--- config.mk ---
export PLATFORM = sky130hd
export DESIGN_NAME = scc_top
export DESIGN_NICKNAME = d
export VERILOG_FILES = /design/src/hdl/scc_clk_switch.v /design/src/hdl/scc_top.v
export VERILOG_INCLUDE_DIRS = /design/src /design/src/hdl
export SDC_FILE = /design/constraint.sdc
export NUM_CORES = 1
export LEC_CHECK = 0
export ABC_CLOCK_PERIOD_IN_PS = 5500
export BUFFER_PORTS_ARGS = -buffer_cell sky130_fd_sc_hd__buf_2
export CAP_MARGIN = 5
export CORE_MARGIN = 2
export CORE_UTILIZATION = 60
export CTS_CLUSTER_SIZE = 30
export DETAILED_ROUTE_END_ITERATION = 10
export GPL_ROUTABILITY_DRIVEN = 0
export PLACE_DENSITY = 0.87
export SLEW_MARGIN = 10
export SYNTH_ARGS = -nofsm -noshare
export SYNTH_HDL_FRONTEND = slang
export SYNTH_HIERARCHICAL = 1
export SYNTH_SLANG_ARGS = --single-unit
--- constraint.sdc ---
create_clock -name clk_sys -period 5.5 [get_ports clk_sys]
set_input_delay 0.55 -clock clk_sys [delete_from_list [all_inputs] [get_ports clk_sys]]
set_output_delay 0.55 -clock clk_sys [all_outputs]
set_load 0.01 [all_outputs]
--- src/hdl/scc_map.vh ---
`ifndef SCC_MAP_VH
`define SCC_MAP_VH

// register word indices, byte address is four times the index
`define SCC_IDX_OPTION      20'h000c2
`define SCC_IDX_HOCO_DIVIDER_SELECT     20'hf00a8
`define SCC_IDX_MODE        20'hf00a0
`define SCC_IDX_STABSEL     20'hf00a1
`define SCC_IDX_RUN         20'hf00a2
`define SCC_IDX_STABCNT     20'hf00a3
`define SCC_IDX_SYSCLK      20'hf00a4
`define SCC_IDX_SUBSUP      20'hf00a5

// osc_mode_control fields
`define SCC_MODE_MAIN_EXT   7
`define SCC_MODE_MAIN_PIN   6
`define SCC_MODE_SUB_EXT    5
`define SCC_MODE_SUB_PIN    4
`define SCC_MODE_SUB_DRV_HI 2
`define SCC_MODE_SUB_DRV_LO 1
`define SCC_MODE_MAIN_GAIN  0

// osc_run_control fields
`define SCC_RUN_MAIN_STOP   7
`define SCC_RUN_SUB_STOP    6
`define SCC_RUN_HOCO_STOP   0

// system_clock_control fields
`define SCC_SYS_SUB_STAT    7
`define SCC_SYS_SUB_SEL     6
`define SCC_SYS_MAIN_STAT   5
`define SCC_SYS_MAIN_SEL    4

// sub_supply_mode_control fields
`define SCC_SUP_LOWPWR      7
`define SCC_SUP_LSTMR       4

// option byte fields and codes
`define SCC_OPT_MODE_HI     7
`define SCC_OPT_MODE_LO     6
`define SCC_OPT_FIX1        5
`define SCC_OPT_FIX0        4
`define SCC_OPT_FAM         3
`define SCC_FLASH_LS        2'h2
`define SCC_FLASH_HS        2'h3

// reset values
`define SCC_RST_MAIN_STOP   1'b1
`define SCC_RST_SUB_STOP    1'b1
`define SCC_RST_HOCO_STOP   1'b0
`define SCC_RST_STABSEL     3'h7
`define SCC_RST_HOCO_DIVIDER_SELECT     3'h0

// clock source codes
`define SCC_SRC_HOCO        2'h0
`define SCC_SRC_MAIN        2'h1
`define SCC_SRC_SUB         2'h2

// timing: system clock rate and stabilisation thresholds (log2 of main clock counts)
`define SCC_SYS_MHZ         7'd100
`define SCC_STAB_MAX        19'h40000
`define SCC_EXP0            5'd8
`define SCC_EXP1            5'd9
`define SCC_EXP2            5'd10
`define SCC_EXP3            5'd11
`define SCC_EXP4            5'd13
`define SCC_EXP5            5'd15
`define SCC_EXP6            5'd17
`define SCC_EXP7            5'd18

`endif

--- src/hdl/scc_clk_switch.v ---
`timescale 1ns/100ps
`include "scc_map.vh"

module scc_clk_switch (
	// system
	input  wire       clk_sys,
	input  wire       nrst,
	// source request and edges
	input  wire [1:0] srcReq,
	input  wire [2:0] srcEdge,
	// selected clock
	output reg        clkEn,
	output reg  [1:0] srcCur,
	output wire       busy
);

	localparam [2:0] ST_IDLE = 3'b001;
	localparam [2:0] ST_OLD  = 3'b010;
	localparam [2:0] ST_NEW  = 3'b100;

	reg [2:0] stateReg;
	reg [2:0] stateNext;
	reg [1:0] tgtReg;
	reg [1:0] tgtNext;
	reg [1:0] curNext;
	reg       enNext;

	// edge pulse of one source, code 3 never carries a clock
	function edgeOf;
		input [2:0] e;
		input [1:0] s;
		begin
			edgeOf = (s == 2'h3) ? 1'b0 : e[s];
		end
	endfunction

	assign busy = ~stateReg[0];

	// hand over only after the old clock finished a period and the new one delivered an edge
	always @* begin
		stateNext = stateReg;
		tgtNext   = tgtReg;
		curNext   = srcCur;
		enNext    = 1'b0;
		case (stateReg)
			ST_IDLE: begin
				enNext = edgeOf(srcEdge, srcCur);
				if (srcReq != srcCur) begin
					stateNext = ST_OLD;
				end
			end
			ST_OLD: begin
				enNext = edgeOf(srcEdge, srcCur);
				if (srcReq == srcCur) begin
					stateNext = ST_IDLE;
				end else if (edgeOf(srcEdge, srcCur)) begin
					tgtNext   = srcReq;
					stateNext = ST_NEW;
				end
			end
			ST_NEW: begin
				// no pulses here, so no short period reaches the cpu
				if (edgeOf(srcEdge, tgtReg)) begin
					curNext   = tgtReg;
					stateNext = ST_IDLE;
				end
			end
			default: begin
				stateNext = ST_IDLE;
			end
		endcase
	end

	// state and outputs, the internal oscillator is the source out of reset
	always @(posedge clk_sys or negedge nrst) begin
		if (!nrst) begin
			stateReg <= ST_IDLE;
			tgtReg   <= `SCC_SRC_HOCO;
			srcCur   <= `SCC_SRC_HOCO;
			clkEn    <= 1'b0;
		end else begin
			stateReg <= stateNext;
			tgtReg   <= tgtNext;
			srcCur   <= curNext;
			clkEn    <= enNext;
		end
	end

endmodule

--- src/hdl/scc_top.v ---
// Our own choice: the APB register port.
`timescale 1ns/100ps
`include "scc_map.vh"


module scc_top (
	// system
	input  wire        clk_sys,
	input  wire        nrst,
	input  wire        porN,
	// apb slave
	input  wire        psel,
	input  wire        penable,
	input  wire        pwrite,
	input  wire [21:0] paddr,
	input  wire [31:0] pwdata,
	input  wire [3:0]  pstrb,
	output reg  [31:0] prdata,
	output wire        pready,
	output reg         pslverr,
	// nonvolatile option byte
	input  wire [7:0]  optionByte,
	// oscillator pins, sampled
	input  wire        mainClkIn,
	input  wire        subClkIn,
	// power state
	input  wire        stopMode,
	input  wire        haltMode,
	input  wire        wdtRunning,
	// oscillator controls
	output reg         mainXtalEnable,
	output reg         mainExtEnable,
	output reg         mainHighGain,
	output reg         subXtalEnable,
	output reg         subExtEnable,
	output reg  [1:0]  subDriveMode,
	output reg         hocoEnable,
	output reg         lowOscEnable,
	output reg  [4:0]  hocoFreqMhz,
	output reg         flashHighSpeed,
	output reg         optionError,
	// clock enables
	output wire        cpuClkEn,
	output wire [1:0]  cpuClkSrc,
	output reg         subPeriphClkEn,
	output reg         subCoreClkEn
);

	localparam H_OPT = 0;
	localparam H_DIV = 1;
	localparam H_MODE = 2;
	localparam H_SSEL = 3;
	localparam H_RUN = 4;
	localparam H_SCNT = 5;
	localparam H_SYS = 6;
	localparam H_SUP = 7;

	// internal oscillator frequency in MHz, zero marks a prohibited setting
	function [4:0] hocoMhz;
		input       fam;
		input [2:0] div;
		begin
			case ({fam, div})
				4'h0: hocoMhz = 5'd24;
				4'h1: hocoMhz = 5'd12;
				4'h2: hocoMhz = 5'd6;
				4'h3: hocoMhz = 5'd3;
				4'h9: hocoMhz = 5'd16;
				4'ha: hocoMhz = 5'd8;
				4'hb: hocoMhz = 5'd4;
				4'hc: hocoMhz = 5'd2;
				4'hd: hocoMhz = 5'd1;
				default: hocoMhz = 5'd0;
			endcase
		end
	endfunction

	// log2 of main clock counts for each threshold step
	function [4:0] stabExp;
		input [2:0] k;
		begin
			case (k)
				3'h0: stabExp = `SCC_EXP0;
				3'h1: stabExp = `SCC_EXP1;
				3'h2: stabExp = `SCC_EXP2;
				3'h3: stabExp = `SCC_EXP3;
				3'h4: stabExp = `SCC_EXP4;
				3'h5: stabExp = `SCC_EXP5;
				3'h6: stabExp = `SCC_EXP6;
				default: stabExp = `SCC_EXP7;
			endcase
		end
	endfunction

	reg        mainExtReg;
	reg        mainPinReg;
	reg        mainGainReg;
	reg        modeWrittenReg;
	reg        subExtReg;
	reg        subPinReg;
	reg [1:0]  subDrvReg;
	reg        subStopReg;
	reg        mainStopReg;
	reg        hocoStopReg;
	reg [2:0]  stabSelReg;
	reg        famReg;
	reg [2:0]  hocoDivReg;
	reg [7:0]  optReg;
	reg        loadedReg;
	reg        cpuSubSelReg;
	reg        mainSelReg;
	reg        lowPwrReg;
	reg        lsTmrReg;
	reg [2:0]  mainSyncReg;
	reg [2:0]  subSyncReg;
	reg [18:0] stabCntReg;
	reg        mainRunDlyReg;
	reg        stopDlyReg;
	reg        mainHoldReg;
	reg [6:0]  accReg;
	reg        hocoPulseReg;
	reg [7:0]  hitVec;
	reg [7:0]  rdByte;
	wire [7:0] stabFlags;
	wire [19:0] regIdx = paddr[21:2];
	wire       wrEn = psel & penable & pwrite;
	wire       wrByte0 = wrEn & pstrb[0];
	wire       wrMode = wrEn & hitVec[H_MODE] & (pstrb == 4'h1) & ~modeWrittenReg;
	wire       mainXtalRun = mainPinReg & ~mainExtReg & ~mainStopReg;
	wire       mainExtRun = mainPinReg & mainExtReg & ~mainStopReg;
	wire       subRun = subPinReg & ~subStopReg;
	wire       stabRestart = (mainXtalRun & ~mainRunDlyReg) | (stopMode & ~stopDlyReg);
	wire [18:0] stabLimit = `SCC_STAB_MAX >> (5'd18 - stabExp(stabSelReg));
	wire [7:0] accSum = {1'b0, accReg} + {3'h0, hocoMhz(famReg, hocoDivReg)};
	wire       mainEdge = mainSyncReg[1] & ~mainSyncReg[2];
	wire       subEdge = subSyncReg[1] & ~subSyncReg[2];
	wire       mainEdgeOk = mainEdge & ((mainXtalRun & ~mainHoldReg) | mainExtRun);
	wire       subEdgeOk = subEdge & subRun;
	wire [1:0] srcReq = cpuSubSelReg ? `SCC_SRC_SUB : (mainSelReg ? `SCC_SRC_MAIN : `SCC_SRC_HOCO);

	assign pready = 1'b1;

	// address decode, one bit per register
	always @* begin
		hitVec = 8'h00;
		if (regIdx == `SCC_IDX_OPTION) begin
			hitVec[H_OPT] = 1'b1;
		end else if (regIdx == `SCC_IDX_HOCO_DIVIDER_SELECT) begin
			hitVec[H_DIV] = 1'b1;
		end else if (regIdx == `SCC_IDX_MODE) begin
			hitVec[H_MODE] = 1'b1;
		end else if (regIdx == `SCC_IDX_STABSEL) begin
			hitVec[H_SSEL] = 1'b1;
		end else if (regIdx == `SCC_IDX_RUN) begin
			hitVec[H_RUN] = 1'b1;
		end else if (regIdx == `SCC_IDX_STABCNT) begin
			hitVec[H_SCNT] = 1'b1;
		end else if (regIdx == `SCC_IDX_SYSCLK) begin
			hitVec[H_SYS] = 1'b1;
		end else if (regIdx == `SCC_IDX_SUBSUP) begin
			hitVec[H_SUP] = 1'b1;
		end
	end

	// read data, status bits report the source really in use
	always @* begin
		rdByte = 8'h00;
		if (hitVec[H_OPT]) begin
			rdByte = optReg;
		end else if (hitVec[H_DIV]) begin
			rdByte = {5'h00, hocoDivReg};
		end else if (hitVec[H_MODE]) begin
			rdByte = {mainExtReg, mainPinReg, subExtReg, subPinReg, 1'b0, subDrvReg, mainGainReg};
		end else if (hitVec[H_SSEL]) begin
			rdByte = {5'h00, stabSelReg};
		end else if (hitVec[H_RUN]) begin
			rdByte = {mainStopReg, subStopReg, 5'h00, hocoStopReg};
		end else if (hitVec[H_SCNT]) begin
			rdByte = stabFlags;
		end else if (hitVec[H_SYS]) begin
			rdByte = {cpuClkSrc == `SCC_SRC_SUB, cpuSubSelReg, cpuClkSrc == `SCC_SRC_MAIN, mainSelReg, 4'h0};
		end else if (hitVec[H_SUP]) begin
			rdByte = {lowPwrReg, 2'h0, lsTmrReg, 4'h0};
		end
	end

	// answer captured in the setup phase; any unmapped access or a write to a read-only place flags an error
	always @(posedge clk_sys or negedge nrst) begin
		if (!nrst) begin
			prdata  <= 32'h00000000;
			pslverr <= 1'b0;
		end else if (psel & ~penable) begin
			prdata  <= {24'h000000, rdByte};
			pslverr <= (hitVec == 8'h00) | (pwrite & (hitVec[H_OPT] | hitVec[H_SCNT]));
		end
	end

	// option byte caught once after reset release; a prohibited code falls back to 24 MHz
	always @(posedge clk_sys or negedge nrst) begin
		if (!nrst) begin
			loadedReg      <= 1'b0;
			optReg         <= 8'h00;
			famReg         <= 1'b0;
			hocoDivReg     <= `SCC_RST_HOCO_DIVIDER_SELECT;
			flashHighSpeed <= 1'b0;
			optionError    <= 1'b0;
		end else if (!loadedReg) begin
			loadedReg      <= 1'b1;
			optReg         <= optionByte;
			famReg         <= (hocoMhz(optionByte[`SCC_OPT_FAM], optionByte[2:0]) != 5'd0) &
				optionByte[`SCC_OPT_FAM];
			hocoDivReg     <= (hocoMhz(optionByte[`SCC_OPT_FAM], optionByte[2:0]) != 5'd0) ?
				optionByte[2:0] : `SCC_RST_HOCO_DIVIDER_SELECT;
			flashHighSpeed <= optionByte[7:6] == `SCC_FLASH_HS;
			optionError    <= (hocoMhz(optionByte[`SCC_OPT_FAM], optionByte[2:0]) == 5'd0) |
				((optionByte[7:6] != `SCC_FLASH_LS) & (optionByte[7:6] != `SCC_FLASH_HS)) |
				~optionByte[`SCC_OPT_FIX1] | optionByte[`SCC_OPT_FIX0];
		end else if (wrByte0 & hitVec[H_DIV] & (hocoMhz(famReg, pwdata[2:0]) != 5'd0)) begin
			hocoDivReg     <= pwdata[2:0];
		end
	end

	// registers set to their reset values by every reset
	always @(posedge clk_sys or negedge nrst) begin
		if (!nrst) begin
			mainExtReg     <= 1'b0;
			mainPinReg     <= 1'b0;
			mainGainReg    <= 1'b0;
			modeWrittenReg <= 1'b0;
			mainStopReg    <= `SCC_RST_MAIN_STOP;
			hocoStopReg    <= `SCC_RST_HOCO_STOP;
			stabSelReg     <= `SCC_RST_STABSEL;
			cpuSubSelReg   <= 1'b0;
			mainSelReg     <= 1'b0;
			lowPwrReg      <= 1'b0;
			lsTmrReg       <= 1'b0;
		end else begin
			if (wrMode) begin
				mainExtReg     <= pwdata[`SCC_MODE_MAIN_EXT];
				mainPinReg     <= pwdata[`SCC_MODE_MAIN_PIN];
				mainGainReg    <= pwdata[`SCC_MODE_MAIN_GAIN];
				modeWrittenReg <= 1'b1;
			end
			if (wrByte0 & hitVec[H_RUN]) begin
				mainStopReg <= pwdata[`SCC_RUN_MAIN_STOP];
				hocoStopReg <= pwdata[`SCC_RUN_HOCO_STOP];
			end
			if (wrByte0 & hitVec[H_SSEL]) begin
				stabSelReg <= pwdata[2:0];
			end
			if (wrByte0 & hitVec[H_SYS]) begin
				cpuSubSelReg <= pwdata[`SCC_SYS_SUB_SEL];
				mainSelReg   <= pwdata[`SCC_SYS_MAIN_SEL];
			end
			if (wrByte0 & hitVec[H_SUP]) begin
				lowPwrReg <= pwdata[`SCC_SUP_LOWPWR];
				lsTmrReg  <= pwdata[`SCC_SUP_LSTMR];
			end
		end
	end

	// sub oscillator settings survive every reset but power-on
	always @(posedge clk_sys or negedge porN) begin
		if (!porN) begin
			subExtReg  <= 1'b0;
			subPinReg  <= 1'b0;
			subDrvReg  <= 2'h0;
			subStopReg <= `SCC_RST_SUB_STOP;
		end else begin
			if (wrMode) begin
				subExtReg <= pwdata[`SCC_MODE_SUB_EXT];
				subPinReg <= pwdata[`SCC_MODE_SUB_PIN];
				subDrvReg <= pwdata[`SCC_MODE_SUB_DRV_HI:`SCC_MODE_SUB_DRV_LO];
			end
			if (wrByte0 & hitVec[H_RUN]) begin
				subStopReg <= pwdata[`SCC_RUN_SUB_STOP];
			end
		end
	end

	// pin samplers; the first stage feeds only the second
	always @(posedge clk_sys or negedge nrst) begin
		if (!nrst) begin
			mainSyncReg <= 3'h0;
			subSyncReg  <= 3'h0;
		end else begin
			mainSyncReg <= {mainSyncReg[1:0], mainClkIn};
			subSyncReg  <= {subSyncReg[1:0], subClkIn};
		end
	end

	// stabilisation counter of main crystal periods, saturates at the last threshold
	always @(posedge clk_sys or negedge nrst) begin
		if (!nrst) begin
			stabCntReg    <= 19'h00000;
			mainRunDlyReg <= 1'b0;
			stopDlyReg    <= 1'b0;
			mainHoldReg   <= 1'b0;
		end else begin
			mainRunDlyReg <= mainXtalRun;
			stopDlyReg    <= stopMode;
			if (!mainXtalRun || stabRestart) begin
				stabCntReg <= 19'h00000;
			end else if (mainEdge && stabCntReg != `SCC_STAB_MAX) begin
				stabCntReg <= stabCntReg + 19'h00001;
			end
			// the crystal clock stays gated after stop exit until the selected count
			if (mainXtalRun & stopDlyReg & ~stopMode) begin
				mainHoldReg <= 1'b1;
			end else if (mainHoldReg && (stabCntReg >= stabLimit || !mainXtalRun)) begin
				mainHoldReg <= 1'b0;
			end
		end
	end

	// status flags, bit 7 is the shortest threshold
	genvar gi;
	generate
		for (gi = 0; gi < 8; gi = gi + 1) begin : g_flag
			localparam [2:0] K = gi;
			assign stabFlags[7 - gi] = stabCntReg >= (`SCC_STAB_MAX >> (5'd18 - stabExp(K)));
		end
	endgenerate

	// internal oscillator as a fractional enable from the 100 MHz clock; pulses never exceed half rate
	always @(posedge clk_sys or negedge nrst) begin
		if (!nrst) begin
			accReg       <= 7'h00;
			hocoPulseReg <= 1'b0;
		end else if (!hocoStopReg) begin
			if (accSum >= `SCC_SYS_MHZ) begin
				accReg       <= accSum[6:0] - `SCC_SYS_MHZ;
				hocoPulseReg <= 1'b1;
			end else begin
				accReg       <= accSum[6:0];
				hocoPulseReg <= 1'b0;
			end
		end else begin
			hocoPulseReg <= 1'b0;
		end
	end

	// oscillator controls and sub clock distribution
	always @(posedge clk_sys or negedge nrst) begin
		if (!nrst) begin
			mainXtalEnable <= 1'b0;
			mainExtEnable  <= 1'b0;
			mainHighGain   <= 1'b0;
			subXtalEnable  <= 1'b0;
			subExtEnable   <= 1'b0;
			subDriveMode   <= 2'h0;
			hocoEnable     <= 1'b0;
			lowOscEnable   <= 1'b0;
			hocoFreqMhz    <= 5'h00;
			subPeriphClkEn <= 1'b0;
			subCoreClkEn   <= 1'b0;
		end else begin
			mainXtalEnable <= mainXtalRun;
			mainExtEnable  <= mainExtRun;
			mainHighGain   <= mainGainReg & mainXtalRun;
			subXtalEnable  <= subRun & ~subExtReg;
			subExtEnable   <= subRun & subExtReg;
			subDriveMode   <= subExtReg ? 2'h0 : subDrvReg;
			hocoEnable     <= ~hocoStopReg;
			lowOscEnable   <= wdtRunning | lsTmrReg;
			hocoFreqMhz    <= hocoMhz(famReg, hocoDivReg);
			subPeriphClkEn <= subEdgeOk;
			// in stop or sub-halt the low power bit keeps the sub clock from the core side
			subCoreClkEn   <= subEdgeOk & ~(lowPwrReg & (stopMode | (haltMode & (cpuClkSrc == `SCC_SRC_SUB))));
		end
	end

	// glitch-free source change for the cpu clock enable
	scc_clk_switch u_switch (
		.clk_sys (clk_sys),
		.nrst    (nrst),
		.srcReq  (srcReq),
		.srcEdge ({subEdgeOk, mainEdgeOk, hocoPulseReg}),
		.clkEn   (cpuClkEn),
		.srcCur  (cpuClkSrc),
		.busy    ()
	);

endmodule

# Word level (Yosys, flattened, before mapping)
# Memories as Yosys holds them, arrays and structs flattened. A register that Yosys moved wholly into a read port is not among the register bits.
# Cells that the tools add are included.
[classes]
n_reduce_logical = 18
n_lt_le_gt_ge = 12
shift = 1
n_addsub = 4
eq_ne = 32
n_bitwise = 61
mux = 53
[ops]
columns = ["cell", "count"]
rows = [
  ["$eq 20x20->1 const B", 7],
  ["$mux 8", 8],
  ["$mux 19", 2],
  ["$and 1x1->1", 36],
  ["$pmux 5 s7", 1],
  ["$mux 5", 5],
  ["$mux 3", 8],
  ["$eq 20x8->1 const B", 1],
  ["$add 19x1->19 const B", 1],
  ["$ge 19x10->1 const B", 1],
  ["$ge 19x11->1 const B", 1],
  ["$ge 19x12->1 const B", 1],
  ["$ge 19x14->1 const B", 1],
  ["$ge 19x16->1 const B", 1],
  ["$ge 19x18->1 const B", 1],
  ["$ge 19x19->1", 1],
  ["$ge 19x19->1 const B", 1],
  ["$ge 19x9->1 const B", 1],
  ["$mux 1", 19],
  ["$ne 19x19->1 const B", 1],
  ["$shr 19x5->19 const A", 1],
  ["$not 1->1", 16],
  ["$reduce_bool 5->1", 3],
  ["$mux 7", 2],
  ["other kinds (32)", 61],
]
[totals]
wordCells = 231
input_bits = 77
n_memories = 6
romBits = 480
reg_bits = 96
[mem_list]
columns = ["name", "words", "word_bits", "rd", "rd_clocked_by_memory_dff", "wr", "line_no", "rtl"]
rows = [
  ["(name not given)", 16, 5, 1, 1, 0, "scc_top.v:63", "case ({fam, div})"],
  ["(name not given)", 16, 5, 1, 0, 0, "scc_top.v:63", ""],
  ["(name not given)", 16, 5, 1, 0, 0, "scc_top.v:63", ""],
  ["(name not given)", 16, 5, 1, 0, 0, "scc_top.v:63", ""],
  ["(name not given)", 16, 5, 1, 0, 0, "scc_top.v:63", ""],
  ["(name not given)", 16, 5, 1, 0, 0, "scc_top.v:63", ""],
]

# Longest topological paths before layout
[logic_depth]
word_depth = 17
mapped_depth = 14

# By module
# Netlist, hierarchy kept.
[modules_own_cells]
columns = ["module", "cells_per_inst", "instances", "area_each_um2"]
rows = [
  ["scc_top", 585, 1, 5799.3],
  ["scc_clk_switch", 39, 1, 432.9],
]

# Worst setup path after synthesis
# Ideal clock, no wire load.
[synth_path]
path_type = "reg-to-reg"
from = "reg famReg"
to = "reg accReg[4]"
required_time_ps = 5380
path_stages_with_launch = 14
t_arrival_ps = 3095
path_slack_ps = 2286
setup_time_ps = 120
cell_sequence = "dfrtp_1 clkbuf_1 and2_1 a22oi_1 inv_1 ha_1 a21o_1 a21oi_1 xor2_1 ha_1 nand2_1 o2111a_2 or4_1 and3_1"
[synth_between]
elab_chain_cells = 4
word_cells_on_any_way = 5
[synth_rtl]
columns = ["element", "line_no", "rtl"]
rows = [
  ["start, declared", "scc_top.v:106", "reg famReg;"],
  ["start signal, assigned", "scc_top.v:210", "famReg <= (hocoMhz(optionByte[`SCC_OPT_FAM], optionByte[2:0]) != 5'd0) &"],
  ["$mem_v2 16x5 (*)", "n/a", ""],
  ["$add 7x5->8 (*)", "scc_top.v:134", "wire [7:0] accSum = {1'b0, accReg} + {3'h0, hocoMhz(famReg, hocoDivReg)};"],
  ["$sub 7x7->7 (no line) / $ge 8x7->1 (equally long branches)", "n/a", ""],
  ["$mux 7 (*)", "scc_top.v:331", "if (accSum >= `SCC_SYS_MHZ) begin"],
  ["end signal, assigned", "scc_top.v:332", "accReg <= accSum[6:0] - `SCC_SYS_MHZ;"],
  ["end signal, assigned", "scc_top.v:335", "accReg <= accSum[6:0];"],
  ["end, declared", "scc_top.v:120", "reg [6:0] accReg;"],
]
# Every way passes the cells marked *; elsewhere a longest branch is shown, timed or not.
# A chain may end at the register's enable or synchronous reset.

# Final worst setup path
[layout_path]
from = "reg hocoDivReg[1]"
to = "reg accReg[4]"
[layout_between]
elab_chain_cells = 4
word_cells_on_any_way = 5
[layout_rtl]
columns = ["element", "line_no", "rtl"]
rows = [
  ["start, declared", "scc_top.v:107", "reg [2:0] hocoDivReg;"],
  ["start signal, assigned", "scc_top.v:204", "hocoDivReg <= `SCC_RST_HOCO_DIVIDER_SELECT;"],
  ["start signal, assigned", "scc_top.v:212", "hocoDivReg <= (hocoMhz(optionByte[`SCC_OPT_FAM], optionByte[2:0]) != 5'd0) ?"],
  ["start signal, assigned", "scc_top.v:219", "hocoDivReg <= pwdata[2:0];"],
  ["$mem_v2 16x5 (*)", "n/a", ""],
  ["$add 7x5->8 (*)", "scc_top.v:134", ""],
  ["$sub 7x7->7 (no line) / $ge 8x7->1 (equally long branches)", "n/a", ""],
  ["$mux 7 (*)", "scc_top.v:331", ""],
]
# Marks and branches as above.

==> impl_metrics.tcl <==
set metrics [dict create \
    yosysTopAreaCellShare_pct 38.1 \
    synthDistinctLibCells 79 \
    synth_seq_cells 101 \
    h-tree-depth 3 \
    finalSetupViolCount 0 \
    clock_path_buffers 2 \
    ys_async_sr_fraction_pct 100 \
    grt_max_degree 57 \
    placed_area_sq_mm 0.00666 \
    synth_edf_count 0 \
    clkLatencyLatePin_ns 0.38 \
    dr_total_vias 5070 \
    clock-sinks 101 \
    synthTopCellsByArea "dfrtp_1, ha_1, nor2_1" \
    post-route-drc-count 0 \
    slew_viol_final 0 \
    synth_area_leader_cell "dfrtp_1" \
    drt-total-wl_um 14800 \
    place_ws_ns 2.01 \
    ys_warn_count 6 \
    initial_core_util_pct 61.2 \
    cts_tree "yes" \
    rsz0062_at_grt "false" \
    tightestPinTransition_ns 0.845 \
    numPortBuffers 79 \
    start_kind "register" \
    ir_drop_mv 0.202 \
    clkSlewWorstSetupHoldPaths_ns 0.11 \
    die_h_um 106 \
    relSlewSlack_pct 43.5 \
    grt-ovfl-total 0 \
    postCtsSetupBuffers 0 \
    grt_usage_pct 27.1 \
    fin_tns_setup_ns 0 \
    die_w_um 106 \
    core_sq_mm 0.0102 \
    cts_buffers 9 \
    finalCritPeriodShare_pct 63.9 \
    crit_type "register to register" \
    setup_ws_ns 1.99 \
    core.rowCount 37 \
    grt_pass1_wl_um 24200 \
    min_path_type "input pin to asynchronous set/reset pin" \
    hold_viol 0 \
    p_per_area_mw_per_mm2 266 \
    avgSynthCellArea_sq_um 9.99 \
    synthCells 624 \
    ant_nets 0 \
    synth_ff_type "dfrtp_1" \
    dieArea_sq_mm 0.0112 \
    dp_hpwl_um 11000 \
    status "finished, final reports clean" \
    grt_pass1_vias 4932 \
    maxCapViolCount 0 \
    nFillCells 805 \
    synth.cell_area_sq_mm 0.00623 \
    max_freq_mhz 285 \
    crit_arrival_ns 3.79 \
    vias_per_cell 5.99 \
    critPathCaptureType "register" \
    crit_required_ns 5.77 \
    first_iter_violations 302 \
    leakagePower_nw 3.27 \
    yosysSeqAreaShare_pct 40.7 \
    crit_fanout 7 \
    finalCriticalPeriod_ns 3.51 \
    first_pass_iters 5 \
    post_drt_wl_per_cell_um 17.4 \
    design_area_sq_mm 0.00686 \
    final_layout_size_suffix_gt1_share_pct 21.0 \
    antenna_found_initial 2 \
    ios 132 \
    cts_root_buffer "clkbuf_8" \
    syn2layout_area_growth_pct 10.1 \
    skew_ns 0.0145 \
    finish.net_count 824 \
]
==> power by group <==
group,internal [mW],switching [mW],total (mW)
combinational,0.214,0.299,0.513
sequential,0.799,0.0489,0.848
clock,0.176,0.290,0.466
total,1.19,0.638,1.83
==> layer usage <==
metal  vias to the layer above  wire, um  global-route usage, %  share of wire (%)
li1                       2352         -                      -                  -
met1                      2446      6010                   34.8                 41
met2                       234      7290                   45.1                 49
met3                        38      1060                   4.84                7.2
met4                         0       403                   12.2                2.7
met5                         -         0                      0                  0
==> state kept, by name (all words and copies together), names as in the netlist, 3 cells and up <==
| register | count |
|---|---|
| accReg | 7 |
| hocoDivReg | 3 |
| hocoFreqMhz | 5 |
| mainSyncReg | 3 |
| optReg | 8 |
| prdata | 8 |
| stabCntReg | 19 |
| stabSelReg | 3 |
| subSyncReg | 3 |
| u_switch/stateReg | 3 |
==> final cells by class <==
type	count	area (sq um)	area share, %
repair buffers	82	423	6.16
diodes	2	5.00	0.0729
well taps	136	170	2.48
clock inverters	7	68.8	1.00
inverters	28	105	1.53
clock buffers	9	124	1.80
multi-input cells	482	3430	50.0
flip-flops and latches	101	2530	36.9
==> critical path: stages, from the launching register on <==
cell and delay (ns):
dfrtp_1 0.43, inv_1 0.13, ha_1 0.21, a22oi_1 0.30
inv_1 0.11, ha_1 0.31, a21o_1 0.17, a21oi_1 0.16
xor2_1 0.31, ha_1 0.30, nand2_1 0.08, o2111a_2 0.30
or4_1 0.46, and3_1 0.16
==> logic make-up (layout without fill, tap and decap cells) <==
logic type / count (synthesis) / count (layout) / share of synthesized area [%]
AND/OR/NAND/NOR: 234 / 234 / 21.6
flip-flops: 101 / 101 / 40.7
buffers and inverters: 70 / 126 / 6.00
adder cells (fa/ha/maj): 43 / 43 / 8.75
other: 2 / 33 / 0.121
AO/OA/AOI/OAI: 117 / 117 / 13.4
multiplexers: 33 / 33 / 6.14
XOR/XNOR: 24 / 24 / 3.37
==> cell usage after synthesis (all sizes together), types with 3 or more instances <==
master / instances
mux2i: 9
nand2: 44
dfrtp: 95
o21ai: 17
dfstp: 6
clkbuf: 12
o22ai: 3
a21o: 14
a31oi: 7
xor2: 10
and3: 6
a21oi: 21
ha: 42
nor4: 11
a22oi: 6
nor2: 72
nand2b: 9
inv: 28
and4: 5
or3: 3
nor2b: 16
o211ai: 8
a221oi: 8
buf: 30
mux2: 24
nor3: 12
a211oi: 4
or2: 6
nor4b: 5
o31ai: 4
a22o: 3
nand3: 16
nand4: 12
o21a: 4
o22a: 3
xnor2: 14
==> cell usage in the layout, fill, tap and decap left out, types with 8 or more instances in the layout <==
cell,netlist,final
a21o_1,14,14
a21oi_1,20,20
buf_2,2,78
clkbuf_8,0,9
conb_1,2,31
dfrtp_1,95,95
ha_1,42,42
inv_1,28,28
mux2_2,14,14
mux2i_1,9,9
nand2_1,44,44
nand2b_1,9,9
nand3_1,14,14
nand4_1,12,12
nor2_1,70,70
nor2b_1,16,16
nor3_1,9,9
nor4_1,8,8
o21ai_0,17,17
xnor2_1,14,14
xor2_1,10,10
==> metrics by stage <==
step / total power [mW] / utilization [%] / hold slack, ns / cells
finish: 1.83 / 67.4 / 0.146 / 847
global route: 1.93 / 67.4 / 0.177 / 847
CTS: 1.83 / 67.3 / 0.157 / 845
detailed placement: 1.37 / 65.3 / 0.339 / 828
global placement: 1.34 / 65.3 / 0.332 / 828
floorplan: 1.23 / - / 0.254 / 653
==> worst paths after layout <==
| check | from | to | slack (ns) | cells after the start |
|---|---|---|---|---|
| max | hocoDivReg[1] | accReg[4] | 1.99 | 13 |
| min in group clk_sys | mainClkIn | mainSyncReg[0] | 0.28 | 1 |
| max reg2reg | hocoDivReg[1] | accReg[4] | 1.99 | 13 |
| min | nrst | stabCntReg[6] | 0.15 | 1 |
| max in group asynchronous | nrst | mainGainReg | 4.25 | 2 |
| min reg2reg | mainSyncReg[0] | mainSyncReg[1] | 0.36 | 0 |
==> what timing repair did <==
action                                 4_1_cts  5_1_grt
endpoints found under the hold margin        4        0
gates resized for setup                      0        0
hold buffers                                 1        0
Note: power is estimated with default switching activity, not from simulation.
